`src/stepper_pkg.sv`:
```
// Function
// - System reset combines power-on reset and the active-low reset pin.
// - Power-on reset holds logic initialised until supply reaches 4V.
// - Enable low forces all four phase drive outputs off.
// - Enable low freezes internal state; only reset still acts. Here the step edge tracker still follows the pin and APB writes still act.
// - Enable high again resumes from the held excitation step.
// - Open-drain fault flag pulls low while any detector has tripped.
// - Fault kind encodes open, overcurrent or overheat as three levels.
// - A trip latches and keeps phase outputs off until reset.
// - Latched faults clear only by reset pin or power-on reset.
// - Missing flyback current in a PWM off period trips open detection.
// - PWM blanks detection 5.5us, a quarter period; not initial rise.
package stepper_pkg;

    localparam int CLK_MHZ = 20;
    localparam int BLANK_NS = 5500;
    localparam int BLANK_CYCLES = (BLANK_NS * CLK_MHZ + 999) / 1000;
    localparam int PERIOD_PER_BLANK = 4;
    localparam int CNT_W = 9;

    // APB map
    localparam logic [11:0] CTRL_ADDR = 12'h000;
    localparam logic [11:0] STATUS_ADDR = 12'h004;
    localparam int CTRL_OPEN_EN_BIT = 0;
    localparam logic CTRL_OPEN_EN_RST = 1'b1;

    // Latched fault vector
    localparam int F_OPEN = 0;
    localparam int F_OC = 1;
    localparam int F_OH = 2;

    // Fault kind codes, mapped to divider taps outside
    localparam logic [1:0] FK_NONE = 2'h0;
    localparam logic [1:0] FK_OPEN = 2'h1;
    localparam logic [1:0] FK_OC = 2'h2;
    localparam logic [1:0] FK_OH = 2'h3;

    typedef enum logic [1:0] {
        CH_RISE = 2'b00,
        CH_ON = 2'b01,
        CH_OFF = 2'b10
    } chop_state_t;

    typedef struct packed {
        logic a;
        logic a_ret;
        logic b;
        logic b_ret;
    } phase_drive_t;

    localparam phase_drive_t DRIVE_OFF = '0;

endpackage

```
`src/input_sync.sv`:
```
module input_sync #(
    parameter int WIDTH = 8
) (
    // Clock and reset
    input wire logic clk,
    input wire logic rstn,
    // Pins and filtered levels
    input wire logic [WIDTH-1:0] pin_in,
    output logic [WIDTH-1:0] level_out
);

    logic [WIDTH-1:0] s1_reg;
    logic [WIDTH-1:0] s2_reg;
    logic [WIDTH-1:0] s3_reg;

    if (WIDTH < 1) begin : g_chk
        $error("input_sync: WIDTH must be positive");
    end

    always_ff @(posedge clk or negedge rstn) begin
        if (!rstn) begin
            s1_reg <= '0;
            s2_reg <= '0;
            s3_reg <= '0;
        end else begin
            s1_reg <= pin_in;
            s2_reg <= s1_reg;
            s3_reg <= s2_reg;
        end
    end

    // Accept a change only once two stages agree
    genvar i;
    for (i = 0; i < WIDTH; i++) begin : g_bit
        always_ff @(posedge clk or negedge rstn) begin
            if (!rstn) begin
                level_out[i] <= 1'b0;
            end else if (s2_reg[i] == s3_reg[i]) begin
                level_out[i] <= s3_reg[i];
            end
        end
    end

endmodule

```
`src/stepper_driver_protect_ctrl.sv`:
```
// Register access over APB and the placing of the registers were decided locally.
module stepper_driver_protect_ctrl
    import stepper_pkg::*;
#(
    parameter int BLANK_CYC = BLANK_CYCLES,
    parameter int PERIOD_CYC = BLANK_CYCLES * PERIOD_PER_BLANK
) (
    // Clock and power-on reset
    input wire logic clk,
    input wire logic rstn,
    // APB slave
    input wire logic [11:0] paddr,
    input wire logic psel,
    input wire logic penable,
    input wire logic pwrite,
    input wire logic [31:0] pwdata,
    output logic [31:0] prdata,
    output logic pready,
    output logic pslverr,
    // Controller pins
    input wire logic system_reset_low,
    input wire logic enable_in,
    input wire logic step_clk,
    input wire logic dir_ccw,
    // Analog detector levels
    input wire logic over_setpoint,
    input wire logic overcurrent_det,
    input wire logic overheat_det,
    input wire logic flyback_det,
    // Phase drive
    output phase_drive_t phase_drive,
    // Fault reporting
    output logic fault_flag_low_out,
    output logic fault_flag_low_oe,
    output logic [1:0] fault_kind_level
);

    localparam logic [CNT_W-1:0] BLANK_LAST = CNT_W'(BLANK_CYC - 1);
    localparam logic [CNT_W-1:0] PERIOD_LAST = CNT_W'(PERIOD_CYC - 1);
    localparam logic [CNT_W-1:0] BLANK_END = CNT_W'(BLANK_CYC);

    if (BLANK_CYC < 1 || PERIOD_CYC <= BLANK_CYC ||
        PERIOD_CYC > (1 << CNT_W)) begin : g_chk
        $error("stepper_driver_protect_ctrl: bad PWM timing");
    end

    logic [7:0] pins_q;
    logic rst_pin_q;
    logic en_q;
    logic step_q;
    logic dir_q;
    logic overset_q;
    logic oc_q;
    logic oh_q;
    logic fly_q;

    input_sync #(.WIDTH(8)) u_sync (
        .clk(clk),
        .rstn(rstn),
        .pin_in({system_reset_low, enable_in, step_clk, dir_ccw,
                 over_setpoint, overcurrent_det, overheat_det, flyback_det}),
        .level_out(pins_q)
    );

    assign {rst_pin_q, en_q, step_q, dir_q, overset_q, oc_q, oh_q, fly_q} =
        pins_q;

    logic sys_rst;
    logic run;
    logic step_prev_reg;
    logic step_edge;
    logic [1:0] step_idx_reg;
    chop_state_t chop_reg;
    logic [CNT_W-1:0] cnt_reg;
    logic fly_seen_reg;
    logic [2:0] fault_reg;
    logic [2:0] trip;
    logic blank;
    logic off_end;
    logic open_en_reg;
    logic [1:0] kind_reg;

    // POR via rstn, pin reset synchronously; pin reset is held after POR
    assign sys_rst = ~rst_pin_q;
    assign run = en_q & ~sys_rst;
    assign step_edge = step_q & ~step_prev_reg;
    assign blank = (chop_reg == CH_ON) &&
                   (cnt_reg <= BLANK_LAST);
    assign off_end = (chop_reg == CH_OFF) && (cnt_reg == PERIOD_LAST);

    function automatic phase_drive_t step_pattern(input logic [1:0] idx);
        phase_drive_t p;
        p = DRIVE_OFF;
        p.a = ~idx[1] ^ idx[0];
        p.a_ret = ~p.a;
        p.b = ~idx[1];
        p.b_ret = idx[1];
        return p;
    endfunction

    // Edge tracker follows the pin even when frozen, so idle edges are lost
    always_ff @(posedge clk or negedge rstn) begin
        if (!rstn) begin
            step_prev_reg <= 1'b0;
        end else begin
            step_prev_reg <= step_q;
        end
    end

    always_ff @(posedge clk or negedge rstn) begin
        if (!rstn) begin
            step_idx_reg <= 2'h0;
        end else if (sys_rst) begin
            step_idx_reg <= 2'h0;
        end else if (run && step_edge) begin
            step_idx_reg <= dir_q ? step_idx_reg - 2'h1 : step_idx_reg + 2'h1;
        end
    end // Held while disabled

    // Chopper: initial rise unblanked, then fixed period with blanking
    always_ff @(posedge clk or negedge rstn) begin
        if (!rstn) begin
            chop_reg <= CH_RISE;
            cnt_reg <= '0;
        end else if (sys_rst || (run && step_edge)) begin
            chop_reg <= CH_RISE;
            cnt_reg <= '0;
        end else if (run) begin
            case (chop_reg)
                CH_RISE: begin
                    if (overset_q) begin
                        chop_reg <= CH_OFF;
                        cnt_reg <= BLANK_END;
                    end
                end
                CH_ON: begin
                    if (cnt_reg == PERIOD_LAST) begin
                        cnt_reg <= '0;
                    end else begin
                        cnt_reg <= cnt_reg + CNT_W'(1);
                        if (!blank && overset_q) begin
                            chop_reg <= CH_OFF;
                        end
                    end
                end
                CH_OFF: begin
                    if (off_end) begin
                        chop_reg <= CH_ON;
                        cnt_reg <= '0;
                    end else begin
                        cnt_reg <= cnt_reg + CNT_W'(1);
                    end
                end
                default: begin
                    chop_reg <= CH_RISE;
                    cnt_reg <= '0;
                end
            endcase
        end
    end

    always_ff @(posedge clk or negedge rstn) begin
        if (!rstn) begin
            fly_seen_reg <= 1'b0;
        end else if (sys_rst || chop_reg != CH_OFF) begin
            fly_seen_reg <= 1'b0;
        end else if (run && fly_q) begin
            fly_seen_reg <= 1'b1;
        end
    end

    always_comb begin
        trip = '0;
        if (run) begin
            trip[F_OPEN] = open_en_reg && off_end &&
                           !fly_seen_reg && !fly_q;
            trip[F_OC] = oc_q && !blank;
            trip[F_OH] = oh_q;
        end
    end

    // Latched faults; only system reset clears them
    always_ff @(posedge clk or negedge rstn) begin
        if (!rstn) begin
            fault_reg <= '0;
        end else if (sys_rst) begin
            fault_reg <= '0;
        end else begin
            fault_reg <= fault_reg | trip;
        end
    end

    // First trip names the kind; overheat wins a tie
    always_ff @(posedge clk or negedge rstn) begin
        if (!rstn) begin
            kind_reg <= FK_NONE;
        end else if (sys_rst) begin
            kind_reg <= FK_NONE;
        end else if (fault_reg == '0) begin
            if (trip[F_OH]) begin
                kind_reg <= FK_OH;
            end else if (trip[F_OC]) begin
                kind_reg <= FK_OC;
            end else if (trip[F_OPEN]) begin
                kind_reg <= FK_OPEN;
            end
        end
    end

    always_ff @(posedge clk or negedge rstn) begin
        if (!rstn) begin
            phase_drive <= DRIVE_OFF;
            fault_flag_low_oe <= 1'b0;
            fault_flag_low_out <= 1'b0;
            fault_kind_level <= FK_NONE;
        end else begin
            if (run && fault_reg == '0 && trip == '0 &&
                chop_reg != CH_OFF) begin
                phase_drive <= step_pattern(step_idx_reg);
            end else begin
                phase_drive <= DRIVE_OFF;
            end
            fault_flag_low_oe <= |fault_reg;
            fault_flag_low_out <= 1'b0;
            fault_kind_level <= kind_reg;
        end
    end

    // APB: one wait-free access phase, pready raised from the setup cycle
    logic hit;
    assign hit = (paddr == CTRL_ADDR) || (paddr == STATUS_ADDR);

    always_ff @(posedge clk or negedge rstn) begin
        if (!rstn) begin
            pready <= 1'b0;
            pslverr <= 1'b0;
            prdata <= '0;
        end else begin
            pready <= psel && !penable;
            pslverr <= psel && !penable && !hit;
            if (psel && !penable && !pwrite) begin
                case (paddr)
                    CTRL_ADDR: prdata <= {31'h0, open_en_reg};
                    STATUS_ADDR: prdata <= {16'h0, 2'h0, chop_reg, 2'h0,
                                            step_idx_reg, 1'b0, en_q,
                                            kind_reg, 1'b0, fault_reg};
                    default: prdata <= '0;
                endcase
            end
        end
    end

    always_ff @(posedge clk or negedge rstn) begin
        if (!rstn) begin
            open_en_reg <= CTRL_OPEN_EN_RST;
        end else if (psel && penable && pready && pwrite &&
                     paddr == CTRL_ADDR) begin
            open_en_reg <= pwdata[CTRL_OPEN_EN_BIT];
        end
    end

    reset_step_a: assert property (
        @(posedge clk) disable iff (!rstn)
        sys_rst |=> step_idx_reg == 2'h0 && chop_reg == CH_RISE)
        else $error("pin reset did not initialise step");

    enable_off_a: assert property (
        @(posedge clk) disable iff (!rstn)
        !en_q |=> phase_drive == DRIVE_OFF)
        else $error("phase drive on while disabled");

    frozen_state_a: assert property (
        @(posedge clk) disable iff (!rstn)
        (!en_q && !sys_rst) |=> $stable(step_idx_reg) && $stable(cnt_reg)
        && $stable(fault_reg))
        else $error("state moved while disabled");

    // One cycle back: a step taken just before the disable is legal
    resume_step_a: assert property (
        @(posedge clk) disable iff (!rstn)
        (!en_q && !sys_rst) ##1 (en_q && !sys_rst)
        |-> step_idx_reg == $past(step_idx_reg))
        else $error("step lost across disable");

    fault_flag_a: assert property (
        @(posedge clk) disable iff (!rstn)
        ##1 fault_flag_low_oe == $past(|fault_reg))
        else $error("fault flag disagrees with latched faults");

    fault_kind_a: assert property (
        @(posedge clk) disable iff (!rstn)
        (fault_reg == '0 && trip == 3'b001 && !sys_rst)
        |=> ##1 fault_kind_level == FK_OPEN)
        else $error("open fault kind wrong");

    latch_off_a: assert property (
        @(posedge clk) disable iff (!rstn)
        (fault_reg != '0 && !sys_rst) |=> fault_reg != '0
        && phase_drive == DRIVE_OFF)
        else $error("fault not held or drive not off");

    fault_clear_a: assert property (
        @(posedge clk) disable iff (!rstn)
        (fault_reg != '0) ##1 (fault_reg == '0) |-> $past(sys_rst))
        else $error("fault cleared without reset");

    open_trip_a: assert property (
        @(posedge clk) disable iff (!rstn)
        (run && open_en_reg && off_end && !fly_seen_reg && !fly_q)
        |=> fault_reg[F_OPEN])
        else $error("open terminal not latched");

    blank_oc_a: assert property (
        @(posedge clk) disable iff (!rstn)
        (run && blank && !fault_reg[F_OC]) |=> !fault_reg[F_OC])
        else $error("overcurrent taken inside blanking");

endmodule

```
`config.mk`:
```
export PLATFORM = sky130hd
export DESIGN_NAME = stepper_driver_protect_ctrl
export DESIGN_NICKNAME = d
export VERILOG_FILES = /design/src/stepper_pkg.sv /design/src/input_sync.sv /design/src/stepper_driver_protect_ctrl.sv
export SDC_FILE = /design/constraint.sdc
export NUM_CORES = 1
export LEC_CHECK = 0
export BUFFER_PORTS_ARGS = -buffer_cell sky130_fd_sc_hd__buf_2
export CORE_UTILIZATION = 40
export DETAILED_ROUTE_END_ITERATION = 10
export PLACE_DENSITY = 0.66
export SETUP_SLACK_MARGIN = 0.4
export SLEW_MARGIN = 10
export SYNTH_ARGS = -nofsm -noshare
export SYNTH_HDL_FRONTEND = slang
export SYNTH_SLANG_ARGS = --single-unit
```
`constraint.sdc`:
```
create_clock -name clk -period 2.5 [get_ports clk]
set_clock_uncertainty 0.2 [all_clocks]
set_input_delay 0 -clock clk [delete_from_list [all_inputs] [get_ports clk]]
set_output_delay 0 -clock clk [all_outputs]
set_load 0.02 [all_outputs]
```
Yosys cells after proc, flatten, opt, wreduce, memory -nomap -nowiden
Cells that the tools add are included.

Add/subtract/negate cells: 3. Magnitude comparators: 1. Equality and inequality tests: 20. Muxes and demuxes: 27. Bitwise operators: 8. Reduce and logical (&&, ||, !) cells: 38.

Operators by type and width (number): $mux 9 (5); $mux 2 (14); $pmux 14 s2 (1); $pmux 9 s3 (1); $logic_and 1x1->1 (19); $eq 12x3->1 const B (1); $logic_not 12->1 (1); $add 9x1->9 const B (1); $eq 9x9->1 const B (1); $le 9x7->1 const B (1); $eq 1x1->1 (8); $logic_not 1->1 (6); $logic_not 3->1 (2); $mux 3 (2); $ne 2x2->1 const B (3); $ne 3x2->1 const B (2); $pmux 2 s3 (1); $reduce_and 5->1 (1); $mux 4 (1); $ne 4x4->1 const B (1); $not 1->1 (4); $reduce_and 2->1 (2); $reduce_bool 2->1 (2); $logic_or 1x1->1 (3); 12 further kinds (14).

Register bits after elaboration: 94. Word-level logic and storage cells: 125.

Logic depth before layout (Yosys ltp)
Gate-level depths: netlist of the first run.

Depth in word-level cells: 11. Depth in mapped cells: 7. Depth with buffers taken out: 6.

By module
A second synthesis of the first run with hierarchy kept.

Cells, all modules: 268. Area, all modules: 3170.5 um2.

By module, submodules not included: stepper_driver_protect_ctrl (instances 1, cells an instance 228, area each 2279.7 um2); input_sync (instances 1, cells an instance 40, area each 890.9 um2).

Least setup slack after synthesis of the first run
No wires, ideal clock.

Kind: register -> register. Start point: register cnt_reg[0]. End point: register cnt_reg[3]. Setup time: 0.074 ns. Arrival time: 1.617 ns. Data required time: 2.226 ns. Path slack: 0.609 ns. Stages on the path, launching flop included: 7. Cells stage by stage: dfrtp_1 > ha_1 > nand4b_4 > nor2_4 > or3_1 > maj3_2 > o21ai_2.

Cells in the longest elaborated chain, start to end: 6.

RTL lines: start, declared (RTL line stepper_driver_protect_ctrl.sv:74) `logic [CNT_W-1:0] cnt_reg;`; start signal, assigned (RTL line stepper_driver_protect_ctrl.sv:140) `cnt_reg <= cnt_reg + CNT_W'(1);`; start signal, assigned (RTL line stepper_driver_protect_ctrl.sv:151) `cnt_reg <= cnt_reg + CNT_W'(1);`; branches (longest 3 deep; another with $add 9x1->9); $pmux 9 s3 (*) (RTL line stepper_driver_protect_ctrl.sv:129) `case (chop_reg)`; $mux 9 (*) (RTL line stepper_driver_protect_ctrl.sv:128) `end else if (run) begin`; $mux 9 (*) (RTL line stepper_driver_protect_ctrl.sv:125) `end else if (sys_rst || (run && step_edge)) begin`.

Every way passes the cells marked *. The select of a mux whose other input is x is not followed. A chain may end at the register's enable or synchronous reset.

Worst setup path after layout of the first run
Start point: input port paddr[4]. End point: register open_en_reg.

Cells in the longest elaborated chain, start to end: 2.

RTL lines: start, declared (RTL line stepper_driver_protect_ctrl.sv:12) `input wire logic [11:0] paddr,`; $logic_not 12->1 (RTL line stepper_driver_protect_ctrl.sv:257) `paddr == CTRL_ADDR) begin`; $logic_and 1x1->1 (RTL line stepper_driver_protect_ctrl.sv:256) `end else if (psel && penable && pready && pwrite &&`; end signal, assigned (RTL line stepper_driver_protect_ctrl.sv:258) `open_en_reg <= pwdata[CTRL_OPEN_EN_BIT];`; end, declared (RTL line stepper_driver_protect_ctrl.sv:80) `logic open_en_reg;`.

No other way between the ends.

==> flow_summary.yaml, run 1 <==
outcome:
  run_status: "finished, final reports clean"
grt:
  gr-total-overflow: 0
  grt_first_pass_wirelength_mm: 9.62
  grt_util_all_layers_pct: 15.2
  grt_start_max_net_pins: 44
  grt_pass1_vias: 2038
  antenna_found_initial: 0
floorplanning:
  die_w_um: 90.0
  num_rows: 31
  start_util_pct: 42.1
  core_area_um2: 7370
  die-area_um2: 8100
  die_h_um: 90.0
  boundaryPins: 99
placed_design:
  place_congestion: 0.783
  dp_cells: 397
  dp_hpwl_mm: 3.87
  pre_cts_ws_ps: 449
  numPortBuffers: 44
routing:
  drt-wirelength-per-cell_um: 13.0
  wl_met2_mm: 2.68
  m1WireLength_mm: 2.61
  drc: 0
  drtPass1Iterations: 4
  top_layer: "met4"
  ant_nets: 0
  dr_wl_met3_um: 240
  avgViaCountPerCell: 4.95
  routed_wl_mm: 5.64
  vias: 2143
  drtIter0Drc: 136
cts:
  htreeDepth: 3
  clkSinkCount: 72
  cts_buffers: 9
  cts_tree: "done"
  path_clk_slew_ps: 70
  clockBufferDepth: 2
  root_buffer: "clkbuf_8"
  insertion_delay_ps: 340
critical_path:
  r2r_cells: 5
  start_kind: "input port"
  crit_arrival_ps: 2080
  r2r_setup_slack_ps: 490
  critPathRequiredTime_ps: 2560
  worstPathCellList: "dlygate4sd3_1, buf_2, nor4_2, nand3_1, nor3_2, mux2_2, dlygate4sd3_1"
  crit_slowest_cell: "dlygate4sd3_1"
  end_kind: "flop"
  worstReg2RegStart: "u_sync.level_out[7]"
  crit_type: "in2reg"
  crit_fanout: 3
  crit_top_cell: "dlygate4sd3_1"
  crit-reg2reg-capture: "cnt_reg[5]"
  max_stage_delay_ps: 550
final_layout:
  largest_reg_flops: 10
  diodes: 0
  drive_above_1_share_pct: 27.5
  layout.nets: 388
  synthToLayoutAreaGrowth_pct: 21.8
  final_cells: 433
yosys:
  yosysWarnings: 0
  ys_seq_area_share_pct: 58.2
  synth.area.top_cells: "dfrtp_1 57%, buf_4 6.1%, a22o_1 2.8%"
  synth_edf_count: 0
  syn_area_um2: 3100
  synth-seq-cells: 72
  synthFlopType: "dfrtp_1"
  synth_largest_area_cell: "dfrtp_1"
  synth_cells: 257
  synth_cell_types: 58
  synth_area_per_cell_um2: 12.1
  async_flop_share_pct: 100
  netlist.area_leader.share_pct: 57.3
sta:
  finalSetupViolations: 0
  setup_slack_ps: 475
  period_share_pct: 81.0
  fin_tns_setup_ps: 0
  rsz0062_at_grt: "true"
  tightest_slew_ps: 688
  finalHoldViolations: 0
  maxSlewViolCount: 0
  hold_ws_ps: 38.7
  finalWorstPathRequiredPeriod_ps: 2020
  max_freq_ghz: 0.494
  relSlewSlack_pct: 54.1
run:
  maxCapViolations: 0
hold_path:
  hp-class: "in2async"
power:
  leakagePower_nw: 1.80
  power_density_nw_per_um2: 733
  ir_drop_uv: 358
==> placed cells by master, fill, tap and decap left out, drive strengths merged, types with 4 or more instances in the layout <==
cell type,n
clkbuf,11
a22o,10
nor2,21
o31ai,8
a21oi,10
dfrtp,71
dlygate4sd3,16
maj3,9
nor3,8
conb,23
o21ai,14
inv,6
nor4,7
and3,4
nand2,14
nand3,4
buf,52
==> synthesized netlist by cell type (all sizes together) (4+ instances only) <==
| master | n |
|---|---|
| nor2 | 21 |
| buf | 28 |
| a22o | 10 |
| dfrtp | 71 |
| and3 | 4 |
| a21oi | 10 |
| o31ai | 8 |
| nor4 | 7 |
| o21ai | 14 |
| nor3 | 8 |
| maj3 | 9 |
| inv | 5 |
| nand2 | 14 |
| nand3 | 4 |
==> area by class of cell <==
type / instances / area [um^2]
Fill cell: 657 / 3590
Sequential cell: 72 / 1800
Multi-Input combinational cell: 173 / 1190
Timing Repair Buffer: 68 / 453
Clock buffer: 11 / 131
Tap cell: 99 / 124
Clock inverter: 5 / 56.3
Inverter: 5 / 18.8
==> cells by family (layout without fill, tap and decap cells) <==
group                    after synthesis  after routing  synth area share (%)
AND/OR/NAND/NOR                       80             80                  16.4
flip-flops                            72             72                  58.2
AO/OA/AOI/OAI                         52             52                  12.2
buffers and inverters                 34             89                  7.27
adder cells (fa/ha/maj)               11             11                  3.75
XOR/XNOR                               4              4                  1.13
multiplexers                           3              3                  1.01
other                                  1             23                 0.121
==> stage by stage <==
step	total power (W)	cell area (um^2)	util [%]
3_3_place_gp	0.00185	3360	45.6
3_5_place_dp	0.00187	3360	45.6
6_report	0.00277	3780	51.2
4_1_cts	0.00277	3710	50.3
5_1_grt	0.00292	3780	51.2
2_1_floorplan	0.00175	3180	-
==> repair_timing <==
action / 4_1_cts / 5_1_grt
setup buffers: 0 / 4
hold buffers: 16 / 0
gates resized for setup: 0 / 7
endpoints found under the setup margin: 0 / 12
hold endpoints to repair: 60 / 0
==> per-layer routing <==
layer | global-route usage, % | vias to the layer above
met4 | 9.27 | 0
met3 | 3.89 | 11
met1 | 19.6 | 1052
met5 | 0 | -
li1 | - | 1016
met2 | 22.9 | 64
==> worst max-delay path by stage <==
stage / start / endpoint / slack, ps / cells past startpoint
2_1_floorplan: cnt_reg[0] / cnt_reg[3] / 610 / 6
3_3_place_gp: cnt_reg[0] / cnt_reg[3] / 480 / 6
3_5_place_dp: u_sync.level_out[7] / cnt_reg[2] / 450 / 5
4_1_cts: chop_reg[0] / cnt_reg[2] / 430 / 5
5_1_grt: paddr[4] / open_en_reg / 410 / 7
6_report: paddr[4] / open_en_reg / 480 / 7
==> critical path, delay by kind of cell <==
family	cells	cell delay, ps
buffers and inverters	3	1210
AND/OR/NAND/NOR	3	510
multiplexers	1	350
==> power by group <==
| group | switching, W | total, W | leakage (nW) | internal [W] |
|---|---|---|---|---|
| clock | 0.000418 | 0.000880 | 0.0937 | 0.000462 |
| sequential | 0.000123 | 0.00139 | 0.911 | 0.00127 |
| combinational | 0.000281 | 0.000500 | 0.791 | 0.000219 |
(Power assumes the default switching activity.)
==> run 2: changes to the inputs <==
--- a/config.mk
+++ b/config.mk
@@ -8,7 +8,7 @@
 export BUFFER_PORTS_ARGS = -buffer_cell sky130_fd_sc_hd__buf_2
 export CORE_UTILIZATION = 40
 export DETAILED_ROUTE_END_ITERATION = 10
-export PLACE_DENSITY = 0.66
+export PLACE_DENSITY = 0.69
 export SETUP_SLACK_MARGIN = 0.4
 export SLEW_MARGIN = 10
 export SYNTH_ARGS = -nofsm -noshare
==> constraint.sdc (replaced) <==
create_clock -name clk -period 1.85 [get_ports clk]
set_clock_uncertainty 0.2 [all_clocks]
set_input_delay 0 -clock clk [delete_from_list [all_inputs] [get_ports clk]]
set_output_delay 0 -clock clk [all_outputs]
set_load 0.02 [all_outputs]
==> run 2 against run 1 <==
  * The run now ends with hold timing, setup timing left
  * Clock power up 78%
  * Global-route usage up 1.7 points
  * Register-to-register slack lost 490 ps
  * Critical path depth is 1 lower
  * Combinational power rose by 100%
  * Largest power group unchanged
==> flow_summary.yaml, run 2 (synthesis results as in run 1) <==
final_layout:
  fillers: 622
  largest_reg_flops: 10
  drive_above_1_share_pct: 42.2
  layout_commonest_cell: "dfrtp_1"
  synthToLayoutAreaGrowth_pct: 38.3
  layout_common_cells: "65 x dfrtp_1, 44 x buf_2, 31 x buf_4"
  layout.nets: 421
  diodes: 0
  final_util_pct: 58.1
grt:
  grt_util_all_layers_pct: 16.8
  grt_first_pass_wirelength_mm: 10.7
  gr-total-overflow: 0
  grt_start_max_net_pins: 73
  antenna_found_initial: 0
  grt_pass1_vias: 2229
sta:
  finalSetupViolations: 2
  finalWorstPathRequiredPeriod_ps: 1850
  setup_slack_ps: -4.70
  rsz0062_at_grt: "true"
  finalHoldViolations: 1
  maxSlewViolCount: 0
  max_freq_ghz: 0.539
  period_share_pct: 100
  hold_ws_ps: -0.869
routing:
  drt-wirelength-per-cell_um: 13.5
  avgViaCountPerCell: 4.82
  drtIter0Drc: 109
  ant_nets: 0
  drtPass1Iterations: 4
  routed_wl_mm: 6.30
  vias: 2244
  drc: 0
critical_path:
  crit_type: "reg2reg"
  end_kind: "flop"
  worstReg2RegStart: "chop_reg[0]"
  critPathRequiredTime_ps: 1860
  crit_fanout: 5
  crit_start: "chop_reg[0]"
  crit_arrival_ps: 1870
  start_kind: "flop"
power:
  netSwitchingPower_w: 0.00123
  combPwrFrac_pct: 23.0
  power_density_nw_per_um2: 1040
  p_total_w: 0.00445
  ir_drop_uv: 551
  p_clk_share_pct: 35.3
  power.internal_w: 0.00322
  p_seq_share_pct: 41.7
  p_sw_share_pct: 27.6
  leakagePower_nw: 2.05
floorplanning:
  num_rows: 31
  die_h_um: 90.0
  die_w_um: 90.0
  core_area_um2: 7370
  die-area_um2: 8100
  boundaryPins: 99
  start_util_pct: 42.1
outcome:
  violations: "hold timing, setup timing"
  run_status: "finished with violations"
hold_path:
  hp-class: "in2reg"
  hold_path.startpoint: "paddr[11]"
cts:
  cts_buffers: 9
  hold_buffers: 16
  clkSinkCount: 72
  insertion_delay_ps: 350
  root_buffer: "clkbuf_8"
  clockBufferDepth: 2
  htreeDepth: 3
  cts_tree: "done"
  path_clk_slew_ps: 70
placed_design:
  dp_hpwl_mm: 4.22
  numPortBuffers: 44
  place_congestion: 0.849
run:
  maxCapViolations: 0
==> run 2: metal layers <==
metal	vias up	wire (um)	global-route usage [%]
met1	1102	2800	21.6
met3	7	254	5.92
met2	49	3160	26.4
met4	0	83	5.91
li1	1086	-	-
met5	-	0	0
==> run 2: power by group through the flow <==
stage | combinational, W | sequential, W | clock [W]
2_1_floorplan | 0.000508 | 0.00188 | 0
3_3_place_gp | 0.000794 | 0.00186 | 0
3_5_place_dp | 0.000810 | 0.00187 | 0
4_1_cts | 0.000928 | 0.00185 | 0.00162
5_1_grt | 0.00111 | 0.00188 | 0.00169
6_report | 0.00102 | 0.00186 | 0.00157
==> run 2: path summary, 6_finish.rpt <==
kind | to | slack [ps] | cells past startpoint
max | cnt_reg[2] | -5 | 6
min | open_en_reg | -0.9 | 5
max reg2reg | cnt_reg[2] | -5 | 6
min reg2reg | u_sync.s2_reg[4] | 150 | 0
max in group asynchronous | cnt_reg[8] | 1130 | 3
min in group asynchronous | u_sync.s1_reg[1] | 10 | 3
==> run 2: repair_timing <==
item / CTS / global route
endpoints found under the setup margin: 20 / 22
pin swaps: 8 / 11
buffers inserted: 6 / 5
gates cloned: 0 / 0
resized for setup: 18 / 32
endpoints found under the hold margin: 84 / 1
==> run 2: stage by stage <==
stage | hold WS (ps) | TNS [ps] | setup slack, ps | instances | cell area, um^2
2_1_floorplan | -496 | 0 | 40.2 | 279 | 3210
3_3_place_gp | -146 | -21.8 | -21.8 | 423 | 3570
3_5_place_dp | -143 | -95.8 | -55.5 | 423 | 3570
4_1_cts | -10.4 | 0 | 4.45 | 461 | 4130
5_1_grt | 12.3 | -584 | -67.3 | 466 | 4290
6_report | -0.869 | -7.19 | -4.70 | 466 | 4290
==> run 2: final cells by class <==
cell class | count | area, um^2 | share of cell area, %
tap | 99 | 124 | 2.89
multi-input combinational | 173 | 1330 | 31.1
timing repair buffer | 101 | 737 | 17.2
clock inverter | 4 | 98.8 | 2.31
inverter | 5 | 18.8 | 0.438
sequential | 72 | 1810 | 42.2
clock buffer | 12 | 165 | 3.85
==> run 2: critical path, cell delays in order, from the launching register on <==
cell,delay [ps]
dfrtp_2,460
or3_4,420
o31ai_4,230
buf_6,160
nor4_4,40
a21oi_1,120
o31ai_1,80
==> run 3: changes to the inputs <==
--- a/config.mk
+++ b/config.mk
@@ -5,6 +5,7 @@
 export SDC_FILE = /design/constraint.sdc
 export NUM_CORES = 1
 export LEC_CHECK = 0
+export ABC_AREA = 1
 export BUFFER_PORTS_ARGS = -buffer_cell sky130_fd_sc_hd__buf_2
 export CORE_UTILIZATION = 40
 export DETAILED_ROUTE_END_ITERATION = 10
==> run 3 against run 2 <==
  * The flow finishes with violations (hold timing)
  * Sequential share of layout area fell by 0.12 points
  * Highest routed layer unchanged
  * Sequential power rose by 4%
  * Critical path depth rose by 3
  * Fmax rose by 11%
  * Flip-flop and latch count did not move
  * Wire length rose by 2.9%
  * Critical endpoint is now chop_reg[0]
  * Register-to-register slack improved by 180 ps
  * Clock power fell by 11%
  * Cell count rose by 14%
  * Count of clock-buffer cells in the layout fell by 3
  * Synthesized area fell by 0.20%
  * Global-route usage fell by 0.89 points
==> flow_summary.yaml, run 3 <==
grt:
  grt_util_all_layers_pct: 15.9
  antenna_found_initial: 0
  gr-total-overflow: 0
  grt_first_pass_wirelength_mm: 10.1
  grt_start_max_net_pins: 40
  grt_pass1_vias: 2212
power:
  p_sw_share_pct: 33.9
  power.internal_w: 0.00316
  netSwitchingPower_w: 0.00162
  p_seq_share_pct: 40.6
  p_clk_share_pct: 29.2
  leakagePower_nw: 2.14
  p_total_w: 0.00477
  combPwrFrac_pct: 30.2
  power_density_nw_per_um2: 1110
  ir_drop_uv: 451
final_layout:
  largest_reg_flops: 10
  ff_latch_area_um2: 1810
  layout.nets: 487
  fillers: 614
  synthToLayoutAreaGrowth_pct: 38.6
  drive_above_1_share_pct: 37.0
  multi_input_area_um2: 1270
  layout_commonest_cell: "dfrtp_1"
  layout_common_cells: "69 x dfrtp_1, 68 x nand2_1, 44 x buf_2"
  diodes: 0
  final_util_pct: 58.1
placed_design:
  dp_hpwl_mm: 3.88
  pre_cts_ws_ps: 42.8
  numPortBuffers: 44
  place_congestion: 0.824
cts:
  insertion_delay_ps: 350
  htreeDepth: 3
  clockBufferDepth: 2
  cts_tree: "done"
  root_buffer: "clkbuf_8"
  cts_buffers: 9
  clkSinkCount: 72
  path_clk_slew_ps: 80
run:
  maxCapViolations: 0
yosys:
  synth.area.top_cells: "dfrtp_1 57%, nand2_1 9.6%, buf_4 5.6%"
  ys_seq_area_share_pct: 58.3
  ys_top_cells_by_count: "79 x nand2_1, 71 x dfrtp_1, 37 x inv_1, 27 x nor2_1, 23 x buf_4"
  async_flop_share_pct: 100
  synth_edf_count: 0
  synth_cells: 323
  synthFlopType: "dfrtp_1"
  synth_largest_area_cell: "dfrtp_1"
  yosysWarnings: 0
  synth_area_per_cell_um2: 9.58
  netlist.area_leader.share_pct: 57.4
  synth.most_common_cell: "nand2_1"
  synth-seq-cells: 72
  syn_area_um2: 3090
  synth_cell_types: 34
floorplanning:
  start_util_pct: 42.0
  boundaryPins: 99
  die-area_um2: 8090
  num_rows: 31
  core_area_um2: 7370
  die_h_um: 89.9
  die_w_um: 89.9
routing:
  drtPass1Iterations: 5
  drc: 0
  ant_nets: 0
  routed_wl_mm: 6.48
  drtIter0Drc: 147
  avgViaCountPerCell: 4.57
  drt-wirelength-per-cell_um: 12.2
  vias: 2429
sta:
  period_share_pct: 90.4
  hold_ws_ps: -11.7
  fin_tns_setup_ps: 0
  maxSlewViolCount: 0
  max_freq_ghz: 0.598
  finalWorstPathRequiredPeriod_ps: 1670
  finalHoldViolations: 20
  setup_slack_ps: 178
  rsz0062_at_grt: "true"
  finalSetupViolations: 0
critical_path:
  r2r_setup_slack_ps: 180
  crit_fanout: 3
  r2r_cells: 9
  start_kind: "flop"
  end_kind: "flop"
  crit_type: "reg2reg"
  crit-reg2reg-capture: "chop_reg[0]"
  worstReg2RegStart: "cnt_reg[1]"
  crit_start: "cnt_reg[1]"
  crit_arrival_ps: 1770
  critPathRequiredTime_ps: 1950
hold_path:
  hp-class: "in2async"
outcome:
  violations: "hold timing"
  run_status: "finished with violations"
-- run 3: cell types whose count changed in the layout (fill, tap and decap cells not counted), sizes merged, moves of 10 or more --
cell / delta
buf: -14
inv: +38
dlygate4sd3: +10
a22o: -10
nand2: +72
-- run 3: worst max path at each step --
stage | to | slack, ps
after floorplan | chop_reg[1] | 260
after global placement | kind_reg[0] | 100
after detailed placement | cnt_reg[7] | 40
after CTS | cnt_reg[5] | 200
after global routing | chop_reg[1] | 70
final | chop_reg[0] | 180
-- run 3: kinds of logic (layout without fill, tap and decap cells) --
logic type | after synthesis | count (layout) | share of synthesized area, %
other cells | 1 | 23 | 0.121
compound gates | 31 | 31 | 6.47
flops | 72 | 72 | 58.3
xor+xnor | 5 | 5 | 1.42
fa+ha+maj | 10 | 10 | 3.40
buf+inv | 67 | 154 | 11.5
simple gates | 137 | 138 | 18.8
-- run 3: layout make-up --
type                    instances  area share [%]
repair buffers                 96            15.9
clock inverters                 7            2.42
well taps                      99            2.89
flip-flops and latches         72            42.1
multi-input cells             207            29.7
inverters                      41            3.88
clock buffers                   9            2.89
repair inverters                1           0.175
-- run 3: repair_timing --
item	CTS	global route
setup endpoints to repair	19	30
cloned	0	2
buffers inserted	14	8
hold buffers	25	1
gates resized for setup	37	43
hold endpoints to repair	93	3
pin swaps	13	18
-- run 3: routing by layer --
metal | global-route usage [%] | wire length (um) | up-vias
met3 | 3.72 | 268 | 14
met5 | 0 | 0 | -
li1 | - | - | 1190
met1 | 19.9 | 2840 | 1154
met2 | 25.4 | 3200 | 71
met4 | 9.41 | 174 | 0
-- run 3: power groups by stage --
| stage | combinational [W] | sequential, W | clock (W) |
|---|---|---|---|
| after floorplan | 0.000692 | 0.00194 | 0 |
| after global placement | 0.000908 | 0.00192 | 0 |
| after detailed placement | 0.000930 | 0.00193 | 0 |
| final | 0.00144 | 0.00194 | 0.00139 |
| after CTS | 0.00120 | 0.00192 | 0.00142 |
| after global routing | 0.00158 | 0.00196 | 0.00149 |
-- run 3: worst max-delay path, cell delays in order (launching register included) --
cell and delay [ps]:
dfrtp_1 420, ha_4 180, nand2_4 50, nor3_4 130, nand2_2 120, inv_2 100, nor2_1 60, o21ai_0 220
nand2_1 80, inv_1 50
-- run 3: stage by stage --
| step | cell area [um^2] | std cells |
|---|---|---|
| after floorplan | 3190 | 345 |
| after global placement | 3370 | 467 |
| after detailed placement | 3370 | 467 |
| after CTS | 4070 | 522 |
| after global routing | 4290 | 532 |
| final | 4290 | 532 |
